**src/hdl/rbtt_pkg.sv**
```systemverilog
// constants, types and register map of the radio base timer target block
// assumes an apb master on a 32-bit bus and a 125 MHz reference clock
// How it works
// - eight-bit prefetch instant field, read/write, microseconds
// - coarse irq when target matches count 19:4, low nibble zero
// - slot irq when slot target equals whole count
// - writing capture trigger snapshots the base count
// - capture trigger clears itself after the snapshot
// - signal strength select: zero peak-hold, one average
// - read-only bit shows wake-up interrupt pending
// - wake-up acknowledged after power up plus lp period
package rbtt_pkg;

   localparam int unsigned CLK_PERIOD_NS = 8;
   localparam int unsigned SLOT_TIME_US = 625;
   localparam int unsigned SLOT_CYCLES = SLOT_TIME_US * 1000 / CLK_PERIOD_NS;

   localparam int unsigned COUNT_W = 27;
   localparam int unsigned COARSE_W = 16;
   localparam int unsigned PREFETCH_W = 8;

   localparam logic [31:0] EXCH_PREFETCH_CONTROL_OFFSET = 32'h4000_00f0;
   localparam logic [31:0] COARSE_TIMER_TARGET_OFFSET = 32'h4000_00f4;
   localparam logic [31:0] SLOT_TIMER_TARGET_OFFSET = 32'h4000_00f8;
   localparam logic [31:0] TIME_COUNTER_SNAPSHOT_OFFSET = 32'h4000_00fc;
   localparam logic [31:0] RADIO_CONTROL_TWO_OFFSET = 32'h4000_0200;
   localparam logic [31:0] IRQ_STATUS_OFFSET = 32'h4000_0210;
   localparam logic [31:0] IRQ_MASK_OFFSET = 32'h4000_0214;
   localparam logic [31:0] BASE_TIME_COUNT_OFFSET = 32'h4000_0218;

   // field positions
   localparam int unsigned CAPTURE_TRIGGER_BIT = 0;
   localparam int unsigned SS_SELECT_BIT = 21;
   localparam int unsigned LP_WAKEUP_STATUS_BIT = 20;
   localparam int unsigned COARSE_LO_W = 4;

   // irq status and mask layout
   localparam int unsigned IRQ_W = 4;
   localparam int unsigned IRQ_COARSE_BIT = 0;
   localparam int unsigned IRQ_SLOT_BIT = 1;
   localparam int unsigned IRQ_CAPTURE_BIT = 2;
   localparam int unsigned IRQ_WAKEUP_BIT = 3;

   // reset values
   localparam logic [PREFETCH_W-1:0] PREFETCH_RESET = 8'h00;
   localparam logic [COARSE_W-1:0] COARSE_RESET = 16'h0000;
   localparam logic [COUNT_W-1:0] COUNT_RESET = 27'h000_0000;
   localparam logic [IRQ_W-1:0] IRQ_RESET = 4'h0;
   localparam logic [31:0] RDATA_RESET = 32'h0000_0000;

   typedef struct packed {
      logic [31:0] paddr;
      logic psel;
      logic penable;
      logic pwrite;
      logic [31:0] pwdata;
   } rbtt_apb_req_s;

   typedef enum logic [1:0] {
      RBTT_ACK_IDLE = 2'b00,
      RBTT_ACK_POWER = 2'b01,
      RBTT_ACK_EDGE1 = 2'b10,
      RBTT_ACK_EDGE2 = 2'b11
   } rbtt_ack_state_e;

endpackage

```
**src/hdl/rbtt_top.sv**
```systemverilog
// radio base timer targets: slot counter, target compares, snapshot, apb
// assumes apb master on ref_clk_in; wake-up inputs synchronous to it
//
// Decided for this implementation: register access over APB.
`timescale 1ns/1ns
`default_nettype none
module rbtt_top
   import rbtt_pkg::*;
#(
   parameter int unsigned SLOT_CYCLES_P = SLOT_CYCLES
)
(
   // clock and reset
   input wire logic ref_clk_in,
   input wire logic rst_n_in,
   // apb slave
   input wire rbtt_apb_req_s apb_in,
   output logic [31:0] prdata_out,
   output logic pready_out,
   output logic pslverr_out,
   // wake-up side
   input wire logic lp_wakeup_event_in,
   input wire logic radio_powered_in,
   input wire logic lp_clk_in,
   // block outputs
   output logic [PREFETCH_W-1:0] exchange_prefetch_time_out,
   output logic signal_strength_source_select_out,
   output logic coarse_target_irq_out,
   output logic slot_target_irq_out,
   output logic lp_wakeup_irq_out,
   output logic irq_out
);

   logic [PREFETCH_W-1:0] prefetch_q;
   logic [COARSE_W-1:0] coarse_target_q;
   logic [COUNT_W-1:0] slot_target_q;
   logic [COUNT_W-1:0] count_q;
   logic [COUNT_W-1:0] count_d;
   logic [COUNT_W-1:0] snapshot_q;
   logic [31:0] div_q;
   logic tick;
   logic capture_q;
   logic ss_select_q;
   logic wake_status_q;
   logic wake_ack;
   logic [IRQ_W-1:0] status_q;
   logic [IRQ_W-1:0] mask_q;
   logic [IRQ_W-1:0] events;
   logic coarse_hit;
   logic slot_hit;
   logic setup;
   logic wr_en;
   logic [31:0] rdata;
   logic known;

   function automatic logic hit(input logic [31:0] addr, input logic [31:0] offset);
      hit = (addr == offset);
   endfunction

   function automatic logic [31:0] zext_count(input logic [COUNT_W-1:0] v);
      zext_count = {{(32 - COUNT_W){1'b0}}, v};
   endfunction

   assign setup = apb_in.psel & ~apb_in.penable;
   assign wr_en = apb_in.psel & apb_in.penable & pready_out & apb_in.pwrite;

   // slot divider and base counter
   assign tick = (div_q == SLOT_CYCLES_P - 1);
   assign count_d = count_q + 27'h000_0001;

   always_ff @(posedge ref_clk_in or negedge rst_n_in) begin
      if (!rst_n_in) begin
         div_q <= 32'h0000_0000;
      end else if (tick) begin
         div_q <= 32'h0000_0000;
      end else begin
         div_q <= div_q + 32'h0000_0001;
      end
   end

   always_ff @(posedge ref_clk_in or negedge rst_n_in) begin
      if (!rst_n_in) begin
         count_q <= COUNT_RESET;
      end else if (tick) begin
         count_q <= count_d;
      end
   end

   // compare only the new count value, so each match fires once per slot
   assign coarse_hit = tick && (count_d[COARSE_LO_W +: COARSE_W] == coarse_target_q)
                       && (count_d[COARSE_LO_W-1:0] == 4'h0);
   assign slot_hit = tick && (count_d == slot_target_q);

   always_ff @(posedge ref_clk_in or negedge rst_n_in) begin
      if (!rst_n_in) begin
         coarse_target_irq_out <= 1'b0;
         slot_target_irq_out <= 1'b0;
      end else begin
         coarse_target_irq_out <= coarse_hit;
         slot_target_irq_out <= slot_hit;
      end
   end

   // software-written configuration
   always_ff @(posedge ref_clk_in or negedge rst_n_in) begin
      if (!rst_n_in) begin
         prefetch_q <= PREFETCH_RESET;
         coarse_target_q <= COARSE_RESET;
         slot_target_q <= COUNT_RESET;
         ss_select_q <= 1'b0;
         mask_q <= IRQ_RESET;
      end else if (wr_en) begin
         if (hit(apb_in.paddr, EXCH_PREFETCH_CONTROL_OFFSET)) begin
            prefetch_q <= apb_in.pwdata[PREFETCH_W-1:0];
         end
         if (hit(apb_in.paddr, COARSE_TIMER_TARGET_OFFSET)) begin
            coarse_target_q <= apb_in.pwdata[COARSE_W-1:0];
         end
         if (hit(apb_in.paddr, SLOT_TIMER_TARGET_OFFSET)) begin
            slot_target_q <= apb_in.pwdata[COUNT_W-1:0];
         end
         if (hit(apb_in.paddr, RADIO_CONTROL_TWO_OFFSET)) begin
            ss_select_q <= apb_in.pwdata[SS_SELECT_BIT];
         end
         if (hit(apb_in.paddr, IRQ_MASK_OFFSET)) begin
            mask_q <= apb_in.pwdata[IRQ_W-1:0];
         end
      end
   end

   always_ff @(posedge ref_clk_in or negedge rst_n_in) begin
      if (!rst_n_in) begin
         exchange_prefetch_time_out <= PREFETCH_RESET;
         signal_strength_source_select_out <= 1'b0;
      end else begin
         exchange_prefetch_time_out <= prefetch_q;
         signal_strength_source_select_out <= ss_select_q;
      end
   end

   // capture trigger: set by a one, snapshot next cycle, then self-clear
   always_ff @(posedge ref_clk_in or negedge rst_n_in) begin
      if (!rst_n_in) begin
         capture_q <= 1'b0;
         snapshot_q <= COUNT_RESET;
      end else if (capture_q) begin
         snapshot_q <= count_q;
         capture_q <= 1'b0;
      end else if (wr_en && hit(apb_in.paddr, TIME_COUNTER_SNAPSHOT_OFFSET)) begin
         capture_q <= apb_in.pwdata[CAPTURE_TRIGGER_BIT];
      end
   end

   // wake-up pending status; a new event beats a same-cycle acknowledge
   rbtt_wake_ack u_wake_ack (
      .ref_clk_in(ref_clk_in),
      .rst_n_in(rst_n_in),
      .pending_in(wake_status_q),
      .radio_powered_in(radio_powered_in),
      .lp_clk_in(lp_clk_in),
      .ack_out(wake_ack)
   );

   always_ff @(posedge ref_clk_in or negedge rst_n_in) begin
      if (!rst_n_in) begin
         wake_status_q <= 1'b0;
      end else if (lp_wakeup_event_in) begin
         wake_status_q <= 1'b1;
      end else if (wake_ack) begin
         wake_status_q <= 1'b0;
      end
   end

   always_ff @(posedge ref_clk_in or negedge rst_n_in) begin
      if (!rst_n_in) begin
         lp_wakeup_irq_out <= 1'b0;
      end else begin
         lp_wakeup_irq_out <= wake_status_q & ~wake_ack;
      end
   end

   // sticky status, write one to clear, set wins
   always_comb begin
      events = IRQ_RESET;
      events[IRQ_COARSE_BIT] = coarse_hit;
      events[IRQ_SLOT_BIT] = slot_hit;
      events[IRQ_CAPTURE_BIT] = capture_q;
      events[IRQ_WAKEUP_BIT] = lp_wakeup_event_in;
   end

   always_ff @(posedge ref_clk_in or negedge rst_n_in) begin
      if (!rst_n_in) begin
         status_q <= IRQ_RESET;
      end else if (wr_en && hit(apb_in.paddr, IRQ_STATUS_OFFSET)) begin
         status_q <= (status_q & ~apb_in.pwdata[IRQ_W-1:0]) | events;
      end else begin
         status_q <= status_q | events;
      end
   end

   always_ff @(posedge ref_clk_in or negedge rst_n_in) begin
      if (!rst_n_in) begin
         irq_out <= 1'b0;
      end else begin
         irq_out <= |((status_q | events) & mask_q);
      end
   end

   // read mux
   always_comb begin
      rdata = RDATA_RESET;
      known = 1'b1;
      if (hit(apb_in.paddr, EXCH_PREFETCH_CONTROL_OFFSET)) begin
         rdata[PREFETCH_W-1:0] = prefetch_q;
      end else if (hit(apb_in.paddr, COARSE_TIMER_TARGET_OFFSET)) begin
         rdata[COARSE_W-1:0] = coarse_target_q;
      end else if (hit(apb_in.paddr, SLOT_TIMER_TARGET_OFFSET)) begin
         rdata = zext_count(slot_target_q);
      end else if (hit(apb_in.paddr, TIME_COUNTER_SNAPSHOT_OFFSET)) begin
         rdata[CAPTURE_TRIGGER_BIT] = capture_q;
      end else if (hit(apb_in.paddr, RADIO_CONTROL_TWO_OFFSET)) begin
         rdata[SS_SELECT_BIT] = ss_select_q;
         rdata[LP_WAKEUP_STATUS_BIT] = wake_status_q;
      end else if (hit(apb_in.paddr, IRQ_STATUS_OFFSET)) begin
         rdata[IRQ_W-1:0] = status_q;
      end else if (hit(apb_in.paddr, IRQ_MASK_OFFSET)) begin
         rdata[IRQ_W-1:0] = mask_q;
      end else if (hit(apb_in.paddr, BASE_TIME_COUNT_OFFSET)) begin
         rdata = zext_count(snapshot_q);
      end else begin
         known = 1'b0;
      end
   end

   // one fixed cycle: data captured at setup, ready in the first access cycle
   always_ff @(posedge ref_clk_in or negedge rst_n_in) begin
      if (!rst_n_in) begin
         pready_out <= 1'b0;
         pslverr_out <= 1'b0;
         prdata_out <= RDATA_RESET;
      end else begin
         pready_out <= setup;
         pslverr_out <= setup & ~known;
         if (setup && !apb_in.pwrite) begin
            prdata_out <= rdata;
         end
      end
   end

endmodule
`default_nettype wire

```
**src/hdl/rbtt_wake_ack.sv**
```systemverilog
// wake-up acknowledge sequencer for the low-power wake-up interrupt
// assumes lp clock and power-good inputs synchronous to ref_clk_in
`timescale 1ns/1ns
`default_nettype none
module rbtt_wake_ack
   import rbtt_pkg::*;
(
   // clock and reset
   input wire logic ref_clk_in,
   input wire logic rst_n_in,
   // wake-up condition
   input wire logic pending_in,
   input wire logic radio_powered_in,
   input wire logic lp_clk_in,
   // acknowledge pulse
   output logic ack_out
);

   rbtt_ack_state_e state_q;
   logic lp_clk_q;
   logic lp_rise;

   assign lp_rise = lp_clk_in & ~lp_clk_q;

   always_ff @(posedge ref_clk_in or negedge rst_n_in) begin
      if (!rst_n_in) begin
         lp_clk_q <= 1'b0;
      end else begin
         lp_clk_q <= lp_clk_in;
      end
   end

   // a full lp period is counted rising edge to rising edge
   always_ff @(posedge ref_clk_in or negedge rst_n_in) begin
      if (!rst_n_in) begin
         state_q <= RBTT_ACK_IDLE;
         ack_out <= 1'b0;
      end else begin
         ack_out <= 1'b0;
         unique case (state_q)
            RBTT_ACK_IDLE: begin
               // pending still reads high in the ack cycle; do not re-arm on it
               if (pending_in && !ack_out) begin
                  state_q <= RBTT_ACK_POWER;
               end
            end
            RBTT_ACK_POWER: begin
               if (radio_powered_in) begin
                  state_q <= RBTT_ACK_EDGE1;
               end
            end
            RBTT_ACK_EDGE1: begin
               if (lp_rise) begin
                  state_q <= RBTT_ACK_EDGE2;
               end
            end
            RBTT_ACK_EDGE2: begin
               if (lp_rise) begin
                  state_q <= RBTT_ACK_IDLE;
                  ack_out <= 1'b1;
               end
            end
         endcase
      end
   end

endmodule
`default_nettype wire

```
**config.mk**
```make
export PLATFORM = sky130hd
export DESIGN_NAME = rbtt_top
export DESIGN_NICKNAME = d
export VERILOG_FILES = /design/src/hdl/rbtt_pkg.sv /design/src/hdl/rbtt_top.sv /design/src/hdl/rbtt_wake_ack.sv
export SDC_FILE = /design/constraint.sdc
export NUM_CORES = 1
export LEC_CHECK = 0
export ABC_CLOCK_PERIOD_IN_PS = 5400
export BUFFER_PORTS_ARGS = -buffer_cell sky130_fd_sc_hd__buf_2
export CORE_MARGIN = 3
export CORE_UTILIZATION = 40
export DETAILED_ROUTE_END_ITERATION = 10
export SLEW_MARGIN = 20
export SYNTH_ARGS = -nofsm -noshare
export SYNTH_HDL_FRONTEND = slang
export SYNTH_SLANG_ARGS = --single-unit
```
**constraint.sdc**
```tcl
create_clock -name ref_clk_in -period 5.4 [get_ports ref_clk_in]
set_input_delay 0.81 -clock ref_clk_in [delete_from_list [all_inputs] [get_ports ref_clk_in]]
set_output_delay 0.81 -clock ref_clk_in [all_outputs]
set_load 0.005 [all_outputs]
```
* After elaboration in Yosys (flattened, before gate mapping) *
Index checks and enable logic that the tools add are counted.

storage, ports and cells
  bits in writable memories = 0
  memories = 0
  flip-flop bits (word level) = 199
  output and inout port bits = 47
  word-level logic and storage cells = 126
  latch bits = 0
  memory bits (read-only) = 0

operators by class
  $add $sub $neg = 2
  reduce and logical (&&, ||, !) cells = 19
  order comparisons = 0
  shifts and indexed selects = 0
  equality and inequality tests = 18
  div/mod/pow operators = 0
  multiply operators = 0
  muxes and demuxes = 48
  bitwise logic cells = 16

operators with widths
  operator               number
  $mux 32                9
  $eq 32x31->1 const B   8
  $mux 28                7
  $add 32x1->32 const B  1
  $eq 32x17->1 const B   1
  $mux 16                2
  $mux 31                1
  $add 27x1->27 const B  1
  $eq 27x27->1           1
  $mux 27                1
  $mux 24                1
  $mux 20                1
  $eq 16x16->1           1
  $mux 1                 15
  $mux 4                 3
  $mux 10                1
  $mux 2                 5
  $reduce_and 2->1       5
  $and 4x4->4            2
  $mux 8                 1
  $or 4x4->4             2
  $pmux 2 s4             1
  $and 1x1->1            7
  $logic_and 1x1->1      7
  other kinds (12)       19

* Depth between registers and ports, before layout *
Gate-level depths: netlist of run 1.

  depth in word-level cells = 21
  gate-level depth with buffers = 11

* By module *
Synthesis of run 1 repeated with hierarchy kept, for this count alone.

unflattened totals
  cell total of the unflattened synthesis = 900
  area total of the unflattened synthesis = 9698.1 um^2

modules (own cells, without submodules)
  module         area an instance (um^2)  cells each  instances
  rbtt_top       9462.8                   879         1
  rbtt_wake_ack  235.2                    21          1

* Worst setup path after synthesis of run 1 *
No wires, ideal clock.

  path kind = input to register
  start point = input apb_in[47] (netlist bit)
  end point = register slot_target_q[10]
  data arrival time = 2.986 ns
  stages = 9
  data required time = 5.275 ns
  path slack = 2.289 ns
  path through = nor4_1 nand4_1 or4_1 buf_2 or4_4 nor2_8 nand2_4 buf_6 mux2_4

between the ends
  cells in the longest elaborated chain, start to end = 2

ends and longest elaborated chain
  item                               RTL line         RTL
  start: declaration                 rbtt_top.sv:17   input wire rbtt_apb_req_s apb_in,
  $eq 32x31->1                       rbtt_top.sv:57   hit = (addr == offset);
  $reduce_and 2->1 (no source line)  --
  end signal: assignment             rbtt_top.sv:120  slot_target_q <= apb_in.pwdata[COUNT_W-1:0];
  end: declaration                   rbtt_top.sv:36   logic [COUNT_W-1:0] slot_target_q;

Every way passes these cells.
A chain may end at the register's enable or synchronous reset.

* Final worst setup path of run 1 *
  start point = register count_q[0]
  end point = register status_q[1]

between the ends
  cells in the longest elaborated chain, start to end = 5

ends and longest elaborated chain
  item                                  RTL line                          RTL
  start: declaration                    rbtt_top.sv:37                    logic [COUNT_W-1:0] count_q;
  start signal: assignment              rbtt_top.sv:85                    count_q <= count_d;
  $add 27x1->27 (*)                     rbtt_top.sv:69                    assign count_d = count_q + 27'h000_0001;
  $eq 27x27->1 (*)                      rbtt_top.sv:92                    assign slot_hit = tick && (count_d == slot_target_q);
  $logic_and 1x1->1 (*)                 rbtt_top.sv:92
  named net slot_hit                    rbtt_top.sv:50                    logic slot_hit;
  $or 4x4->4, on equally long branches  rbtt_top.sv:197, rbtt_top.sv:195
  $mux 4 (*)                            rbtt_top.sv:194                   end else if (wr_en && hit(apb_in.paddr, IRQ_STATUS_OFFSET)) begin
  end signal: assignment                rbtt_top.sv:195                   status_q <= (status_q & ~apb_in.pwdata[IRQ_W-1:0]) | events;
  end signal: assignment                rbtt_top.sv:197                   status_q <= status_q | events;
  end: declaration                      rbtt_top.sv:46                    logic [IRQ_W-1:0] status_q;

The timed path passes the listed nets; every way through them passes the cells marked *.

==> impl_metrics.toml, run 1 <==
[floorplan]
die_outline_area_um2 = 26270
die-width_um = 162.1
die_height_um = 162.1
ios = 119
coreArea_um2 = 23680
floorplan.initialDensity_pct = 41.15
rows = 56

[power_and_ir_drop]
peakVddDrop_v = 0.0001590
powerDensity_nw_per_um2 = 260.9
power.leakage_uw = 0.005223

[synth]
yosys.cell_types.count = 71
number_of_instances_in_the_synthesized_netlist = 889
ys_warn_count = 0
ys_dominant_reg_cell = "sky130_fd_sc_hd__dfrtp_1"
syn_avg_cell_area_um2 = 10.96
ys_ff_latch = 194
post_synth_instance_area_um2 = 9744
synth_edf_count = 0
synth-async-reset-ratio_pct = 100.0
synth_sequential_area_ratio_pct = 49.82

[timing]
timing_hold_violations_final = 0
max_clock_freq_ghz = 0.2874
post-route-period-util_pct = 64.43
setup_viol = 0
fin_crit_ns = 3.479
grt_setup_unrepaired = "no"
tightest_slew_ns = 0.9258
fin_setup_tns_ns = 0
relSlewSlack_pct = 37.77
clock-skew-final_ns = 0.01615
slew_viol_final = 0

[global_route]
first_global_vias = 6850
groute.usage.overall_pct = 18.18
initial_antenna_violation_count = 0
grt_overflow = 0
first_pass_grt_wire_length_mm = 38.08
pin_count_of_the_biggest_net_entering_global_routing = 99

[cts]
post_cts.repair.setup_buffers = 0
cts_made_buffers = 17
cts_tree = "done"
clock_tree.buffer_depth = 2
ctsHtreeMaxLevel = 4
worstSkewPairLatency_ns = 0.44
cts_repair_resize_count = 0
path_clk_slew_ns = 0.07
cts_root_buffer = "sky130_fd_sc_hd__clkbuf_16"
clock_sinks = 194
holdBufCountCts = 0

[route]
drt_iter0_drc = 655
post_dr_vias_cell = 5.385
drt_drc_violations_left = 0
drt_pre_antenna_iters = 5
final_antenna_net_count = 0
detailroute.via_count = 7022
totalWireLength_mm = 23.51
routed_wire_length_per_instance_um = 18.03

[cells_and_area]
area_growth_from_synthesis_to_final_layout_pct = 14.12
num_antenna_cells = 0
drive_above_1_share_pct = 25.69
final_core_utilization_pct = 46.96
num-nets-final = 1051
final-instance-count-excl-fill = 1304

[critical_path]
critical_path.reg2reg.endpoint = "status_q[1]"
r2r.worst_path.cells = 8
cp.required_ns = 5.78
critical_path.cell_chain = "ha_1, nand4_1, or4_1, xnor2_1, a2111oi_0, o2111ai_1, nor3_2, a21o_1"
crit-reg2reg-launch = "count_q[0]"
cp_max_fo = 9
critical_path_buf_inv_count = 0
timing.critical_path.arrival_ns = 3.86
cpPeakStageDelay_ns = 0.65
timing.reg2reg.setup_slack_ns = 1.92
critPathKind = "flip-flop to flip-flop"
critical-path-top-delay-family = "simple AND/OR/NAND/NOR gates"
number_of_gates_on_the_worst_path_with_buffers_counted = 8
end_kind = "flip-flop"
timing.critical_path.from_type = "flip-flop"
critical_path.slowest_cell = "sky130_fd_sc_hd__or4_1"

[outcome]
outcome = "complete, no violations"

[min_path]
class_of_the_worst_hold_path = "flip-flop to flip-flop"
hold_start = "prefetch_q[1]"
worst_hold_end = "exchange_prefetch_time_out[1]"
min_delay_path_depth = 0

[placement]
detailedPlacementHpwl_mm = 16.50
placed_instances = 1272
globalplace.congestion = 0.9039
port-buffer-count = 108

[flow_run]
max_cap_viols = 0
[metrics by stage]
| step | instance area (µm²) | hold WS [ns] | worst slack (ns) | power, µW |
|---|---|---|---|---|
| after global placement | 10540 | 0.3837 | 1.692 | 1661 |
| final | 11120 | 0.3984 | 1.921 | 2901 |
| after CTS | 11120 | 0.3982 | 1.891 | 2946 |
| after floorplan | 9759 | 0.3639 | 2.289 | 1578 |
| after global routing | 11120 | 0.4152 | 1.566 | 3016 |
| after detailed placement | 10540 | 0.3796 | 1.671 | 1665 |
[area by class of cell]
class,instances,area (µm²)
flip-flops and latches,194,4855
clock buffers,19,442.9
multi-input cells,618,4562
clock inverters,13,142.6
well taps,319,399.1
repair buffers,117,629.4
inverters,24,90.09
fillers,2296,12560
[cell usage after synthesis, types with 3 or more instances]
library cell	n	area share, %
sky130_fd_sc_hd__inv_1	24	0.92
sky130_fd_sc_hd__and3_1	13	0.83
sky130_fd_sc_hd__mux2_4	20	3.1
sky130_fd_sc_hd__a22oi_1	14	1.1
sky130_fd_sc_hd__buf_4	6	0.46
sky130_fd_sc_hd__clkbuf_1	30	1.2
sky130_fd_sc_hd__or3_1	4	0.26
sky130_fd_sc_hd__nor3b_1	7	0.54
sky130_fd_sc_hd__mux2_2	65	7.5
sky130_fd_sc_hd__nor2_1	48	1.8
sky130_fd_sc_hd__a222oi_1	9	0.92
sky130_fd_sc_hd__nand2_1	74	2.9
sky130_fd_sc_hd__a221oi_1	8	0.72
sky130_fd_sc_hd__and4_1	5	0.45
sky130_fd_sc_hd__nor2b_1	5	0.32
sky130_fd_sc_hd__a21o_1	6	0.46
sky130_fd_sc_hd__nand3_1	31	1.6
sky130_fd_sc_hd__buf_2	13	0.67
sky130_fd_sc_hd__buf_1	6	0.23
sky130_fd_sc_hd__nor4_1	18	1.2
sky130_fd_sc_hd__dfrtp_1	194	50
sky130_fd_sc_hd__or4_1	3	0.23
sky130_fd_sc_hd__nand4_1	28	1.8
sky130_fd_sc_hd__o22ai_1	6	0.39
sky130_fd_sc_hd__xnor2_1	81	7.3
sky130_fd_sc_hd__ha_1	7	0.90
sky130_fd_sc_hd__nor4b_1	4	0.36
sky130_fd_sc_hd__o21ai_0	39	2.0
sky130_fd_sc_hd__nor3_1	15	0.77
sky130_fd_sc_hd__nand2b_1	8	0.51
sky130_fd_sc_hd__xor2_1	28	2.5
sky130_fd_sc_hd__a21oi_1	16	0.82
[worst register-to-register path, cell delays in order (launching register included)]
cell	delay, ns
sky130_fd_sc_hd__dfrtp_1	0.50
sky130_fd_sc_hd__ha_1	0.35
sky130_fd_sc_hd__nand4_1	0.40
sky130_fd_sc_hd__or4_1	0.65
sky130_fd_sc_hd__xnor2_1	0.16
sky130_fd_sc_hd__a2111oi_0	0.64
sky130_fd_sc_hd__o2111ai_1	0.31
sky130_fd_sc_hd__nor3_2	0.30
sky130_fd_sc_hd__a21o_1	0.11
[cell families (layout without fill, tap and decap cells)]
logic type | Yosys count | after routing | synth area share [%]
AO/OA/AOI/OAI | 125 | 125 | 8.757
multiplexers | 87 | 87 | 10.80
flip-flops | 194 | 194 | 49.82
buffers and inverters | 81 | 173 | 3.672
adder cells (fa/ha/maj) | 7 | 7 | 0.8988
XOR/XNOR | 110 | 110 | 10.03
other | 1 | 5 | 0.03848
AND/OR/NAND/NOR | 284 | 284 | 15.99
[how the worst max path moves through the flow]
stage                from                end  slack (ns)
2_1_floorplan  apb_in[47]  slot_target_q[10]        2.29
3_3_place_gp   apb_in[47]     prdata_out[15]        1.69
3_5_place_dp   apb_in[47]     prdata_out[15]        1.67
4_1_cts        count_q[0]        status_q[1]        1.89
5_1_grt        count_q[0]        status_q[1]        1.57
6_report       count_q[0]        status_q[1]        1.92
[placed cells by master, fill, tap and decap left out, drive strengths merged, types with 6 or more instances in the layout]
| cell type | Yosys | routed |
|---|---|---|
| a21o | 6 | 6 |
| a21oi | 16 | 16 |
| a221oi | 8 | 8 |
| a222oi | 9 | 9 |
| a22oi | 14 | 14 |
| and3 | 13 | 13 |
| buf | 27 | 116 |
| clkbuf | 30 | 20 |
| dfrtp | 194 | 194 |
| ha | 7 | 7 |
| inv | 24 | 31 |
| mux2 | 85 | 85 |
| nand2 | 75 | 75 |
| nand2b | 8 | 8 |
| nand3 | 32 | 32 |
| nand4 | 30 | 30 |
| nor2 | 49 | 49 |
| nor3 | 17 | 17 |
| nor3b | 7 | 7 |
| nor4 | 21 | 21 |
| o21ai | 39 | 39 |
| o22ai | 6 | 6 |
| xnor2 | 81 | 81 |
| xor2 | 28 | 28 |
[sequential cells by signal, summed over array words and instances, names as in the netlist, 2 cells and up]
register                    flops
mask_q                          4
status_q                        4
div_q                          32
coarse_target_q                16
count_q                        27
prefetch_q                      8
u_wake_ack.state_q              2
prdata_out                     27
slot_target_q                  27
snapshot_q                     27
exchange_prefetch_time_out      8
[per-layer routing]
layer / up-vias / wire, µm / global-route usage, %
met5: - / 0 / 0
met4: 0 / 383 / 4.382
met3: 37 / 1325 / 4.055
met2: 193 / 10680 / 27.40
met1: 3449 / 11120 / 26.79
li1: 3343 / - / -
[power by group]
| group | switching, µW | internal, µW | total (µW) |
|---|---|---|---|
| clock network | 601 | 668 | 1270 |
| logic | 93.2 | 57.4 | 151 |
| registers | 12.0 | 1470 | 1480 |
No activity file was read; power rests on OpenSTA's default activity.
==> run 2, diff against run 1 <==
Settings changed: ABC_CLOCK_PERIOD_IN_PS 5400 to 3000.
Clock period 5.4 ns to 3 ns, I/O delays scaled along.
==> run 2 against run 1 <==
  * Non-clock buffer count grew 50
  * Clock skew is 0.0019 ns lower
  * Sequential share of layout area shrank 1.6 points
  * Sequential power grew 80%
  * Hold slack worse by 0.38 ns
  * Setup slack got worse by 1.7 ns
  * Routed wire length up 3.9%
  * Die area did not move
  * Clock power is 76% higher
  * Count of clock-buffer cells in the layout did not move
  * Total power rose by 79%
  * Highest routed layer unchanged
==> impl_metrics.toml, run 2 (synthesis results as in run 1) <==
[outcome]
outcome = "complete, no violations"

[cells_and_area]
largest_register_ff_count = 32
area_growth_from_synthesis_to_final_layout_pct = 18.34
max_flop_register = "div_q"
num_antenna_cells = 0
num-nets-final = 1101
drive_above_1_share_pct = 29.37
final-instance-count-excl-fill = 1354
mostFrequentLayoutCell = "sky130_fd_sc_hd__dfrtp_1"
layout.cells.most_common_list = "194 x sky130_fd_sc_hd__dfrtp_1, 107 x sky130_fd_sc_hd__buf_2, 81 x sky130_fd_sc_hd__xnor2_1"
post-route-cell-area_um2 = 11530
fill_cell_instance_count_of_the_final_layout = 2240

[critical_path]
cp_max_fo = 7
timing.critical_path.arrival_ns = 3.11
critPathKind = "flip-flop to flip-flop"
end_kind = "flip-flop"
cp.required_ns = 3.37
timing.critical_path.from_type = "flip-flop"

[global_route]
first_global_vias = 7253
pin_count_of_the_biggest_net_entering_global_routing = 68
grt_overflow = 0
groute.usage.overall_pct = 19.20
initial_antenna_violation_count = 0
first_pass_grt_wire_length_mm = 39.90

[power_and_ir_drop]
power.leakage_uw = 0.005495
peakVddDrop_v = 0.0003207
powerDensity_nw_per_um2 = 449.4

[timing]
setup_viol = 0
grt_setup_unrepaired = "no"
relSlewSlack_pct = 53.83
tightest_slew_ns = 0.6751
fin_crit_ns = 2.747
clock-skew-final_ns = 0.01428
timing_hold_violations_final = 0
setup_slack_ns = 0.2526
slew_viol_final = 0
post-route-period-util_pct = 91.58
max_clock_freq_ghz = 0.3640

[route]
detailroute.via_count = 7225
post_dr_vias_cell = 5.336
final_antenna_net_count = 0
drt_iter0_drc = 415
drt_drc_violations_left = 0
routed_wire_length_per_instance_um = 18.04
drt_pre_antenna_iters = 5
totalWireLength_mm = 24.42

[flow_run]
max_cap_viols = 0

[cts]
cts_made_buffers = 17
clock_tree.buffer_depth = 2
clock_sinks = 194
cts_tree = "done"
post_cts.repair.setup_buffers = 0
cts_root_buffer = "sky130_fd_sc_hd__clkbuf_16"
holdBufCountCts = 0
path_clk_slew_ns = 0.08
worstSkewPairLatency_ns = 0.43
ctsHtreeMaxLevel = 4
cts_repair_resize_count = 0

[placement]
dpl_cell_area_um2 = 10950
place_worst_setup_slack_ns = -0.001781
detailedPlacementHpwl_mm = 17.89
globalplace.congestion = 0.8569
placed_instances = 1322
port-buffer-count = 108

[floorplan]
coreArea_um2 = 23680
ios = 119
floorplan.initialDensity_pct = 41.15
rows = 56
die_height_um = 162.1
die_outline_area_um2 = 26270
die-width_um = 162.1

[min_path]
class_of_the_worst_hold_path = "primary input to async pin"
-- run 2: changes by cell type in the layout (fill, tap and decap cells not counted), sizes merged --
cell      previous run  this run
bufinv               1         0
clkinvlp             1         0
buf                116       166
inv                 31        32
clkinv               4         5
-- run 2: routing by layer --
layer,share of wire (%),wire [µm],GRT usage (%),up-vias
li1,-,-,-,3436
met1,46,11310,26.79,3607
met2,48,11620,31.07,164
met3,4.9,1200,4.081,18
met4,1.2,290,4.149,0
met5,0,0,0,-
-- run 2: layout make-up --
cell class | count | area (µm²) | area share, %
inverters | 24 | 90.09 | 0.7812
clock buffers | 19 | 442.9 | 3.841
well taps | 319 | 399.1 | 3.461
flip-flops and latches | 194 | 4855 | 42.10
clock inverters | 13 | 133.9 | 1.161
repair buffers | 167 | 1042 | 9.039
multi-input cells | 618 | 4568 | 39.62
-- run 2: power breakdown --
part	internal, µW	total (µW)	switching, µW
combinational	109	280	171
sequential	2650	2670	21.5
clock	1130	2230	1100
total	3890	5180	1290
-- run 2: worst max-delay path: stages (launching register included) --
cell and delay, ns:
sky130_fd_sc_hd__dfrtp_1 0.39, sky130_fd_sc_hd__ha_1 0.22, sky130_fd_sc_hd__buf_4 0.16, sky130_fd_sc_hd__and4_1 0.16
sky130_fd_sc_hd__a21boi_0 0.23, sky130_fd_sc_hd__nor2_1 0.11, sky130_fd_sc_hd__xnor2_1 0.15, sky130_fd_sc_hd__a2111oi_0 0.51
sky130_fd_sc_hd__buf_4 0.20, sky130_fd_sc_hd__o2111ai_1 0.16, sky130_fd_sc_hd__nor3_2 0.29, sky130_fd_sc_hd__a21o_1 0.11
-- run 2: final timing paths --
kind / start / endpoint / slack [ns] / cells after the start
hold / removal: rst_n_in / prdata_out[12] / 0.02 / 1
min in group ref_clk_in: lp_clk_in / u_wake_ack.lp_clk_q / 0.13 / 1
max in group asynchronous: rst_n_in / pslverr_out / 2.23 / 2
hold reg to reg: ss_select_q / signal_strength_source_select_out / 0.41 / 0
setup / recovery: count_q[0] / status_q[1] / 0.25 / 11
setup reg to reg: count_q[0] / status_q[1] / 0.25 / 11
-- run 2: stage by stage --
step / util (%) / setup TNS, ns / hold slack [ns] / total power, µW
2_1_floorplan: - / 0 / 0.1544 / 2840
3_3_place_gp: 46.23 / 0 / 0.3881 / 2997
3_5_place_dp: 46.23 / -0.001781 / 0.3885 / 3008
4_1_cts: 48.66 / 0 / 0.03947 / 5260
5_1_grt: 48.69 / 0 / 0.05258 / 5395
6_report: 48.69 / 0 / 0.02225 / 5182
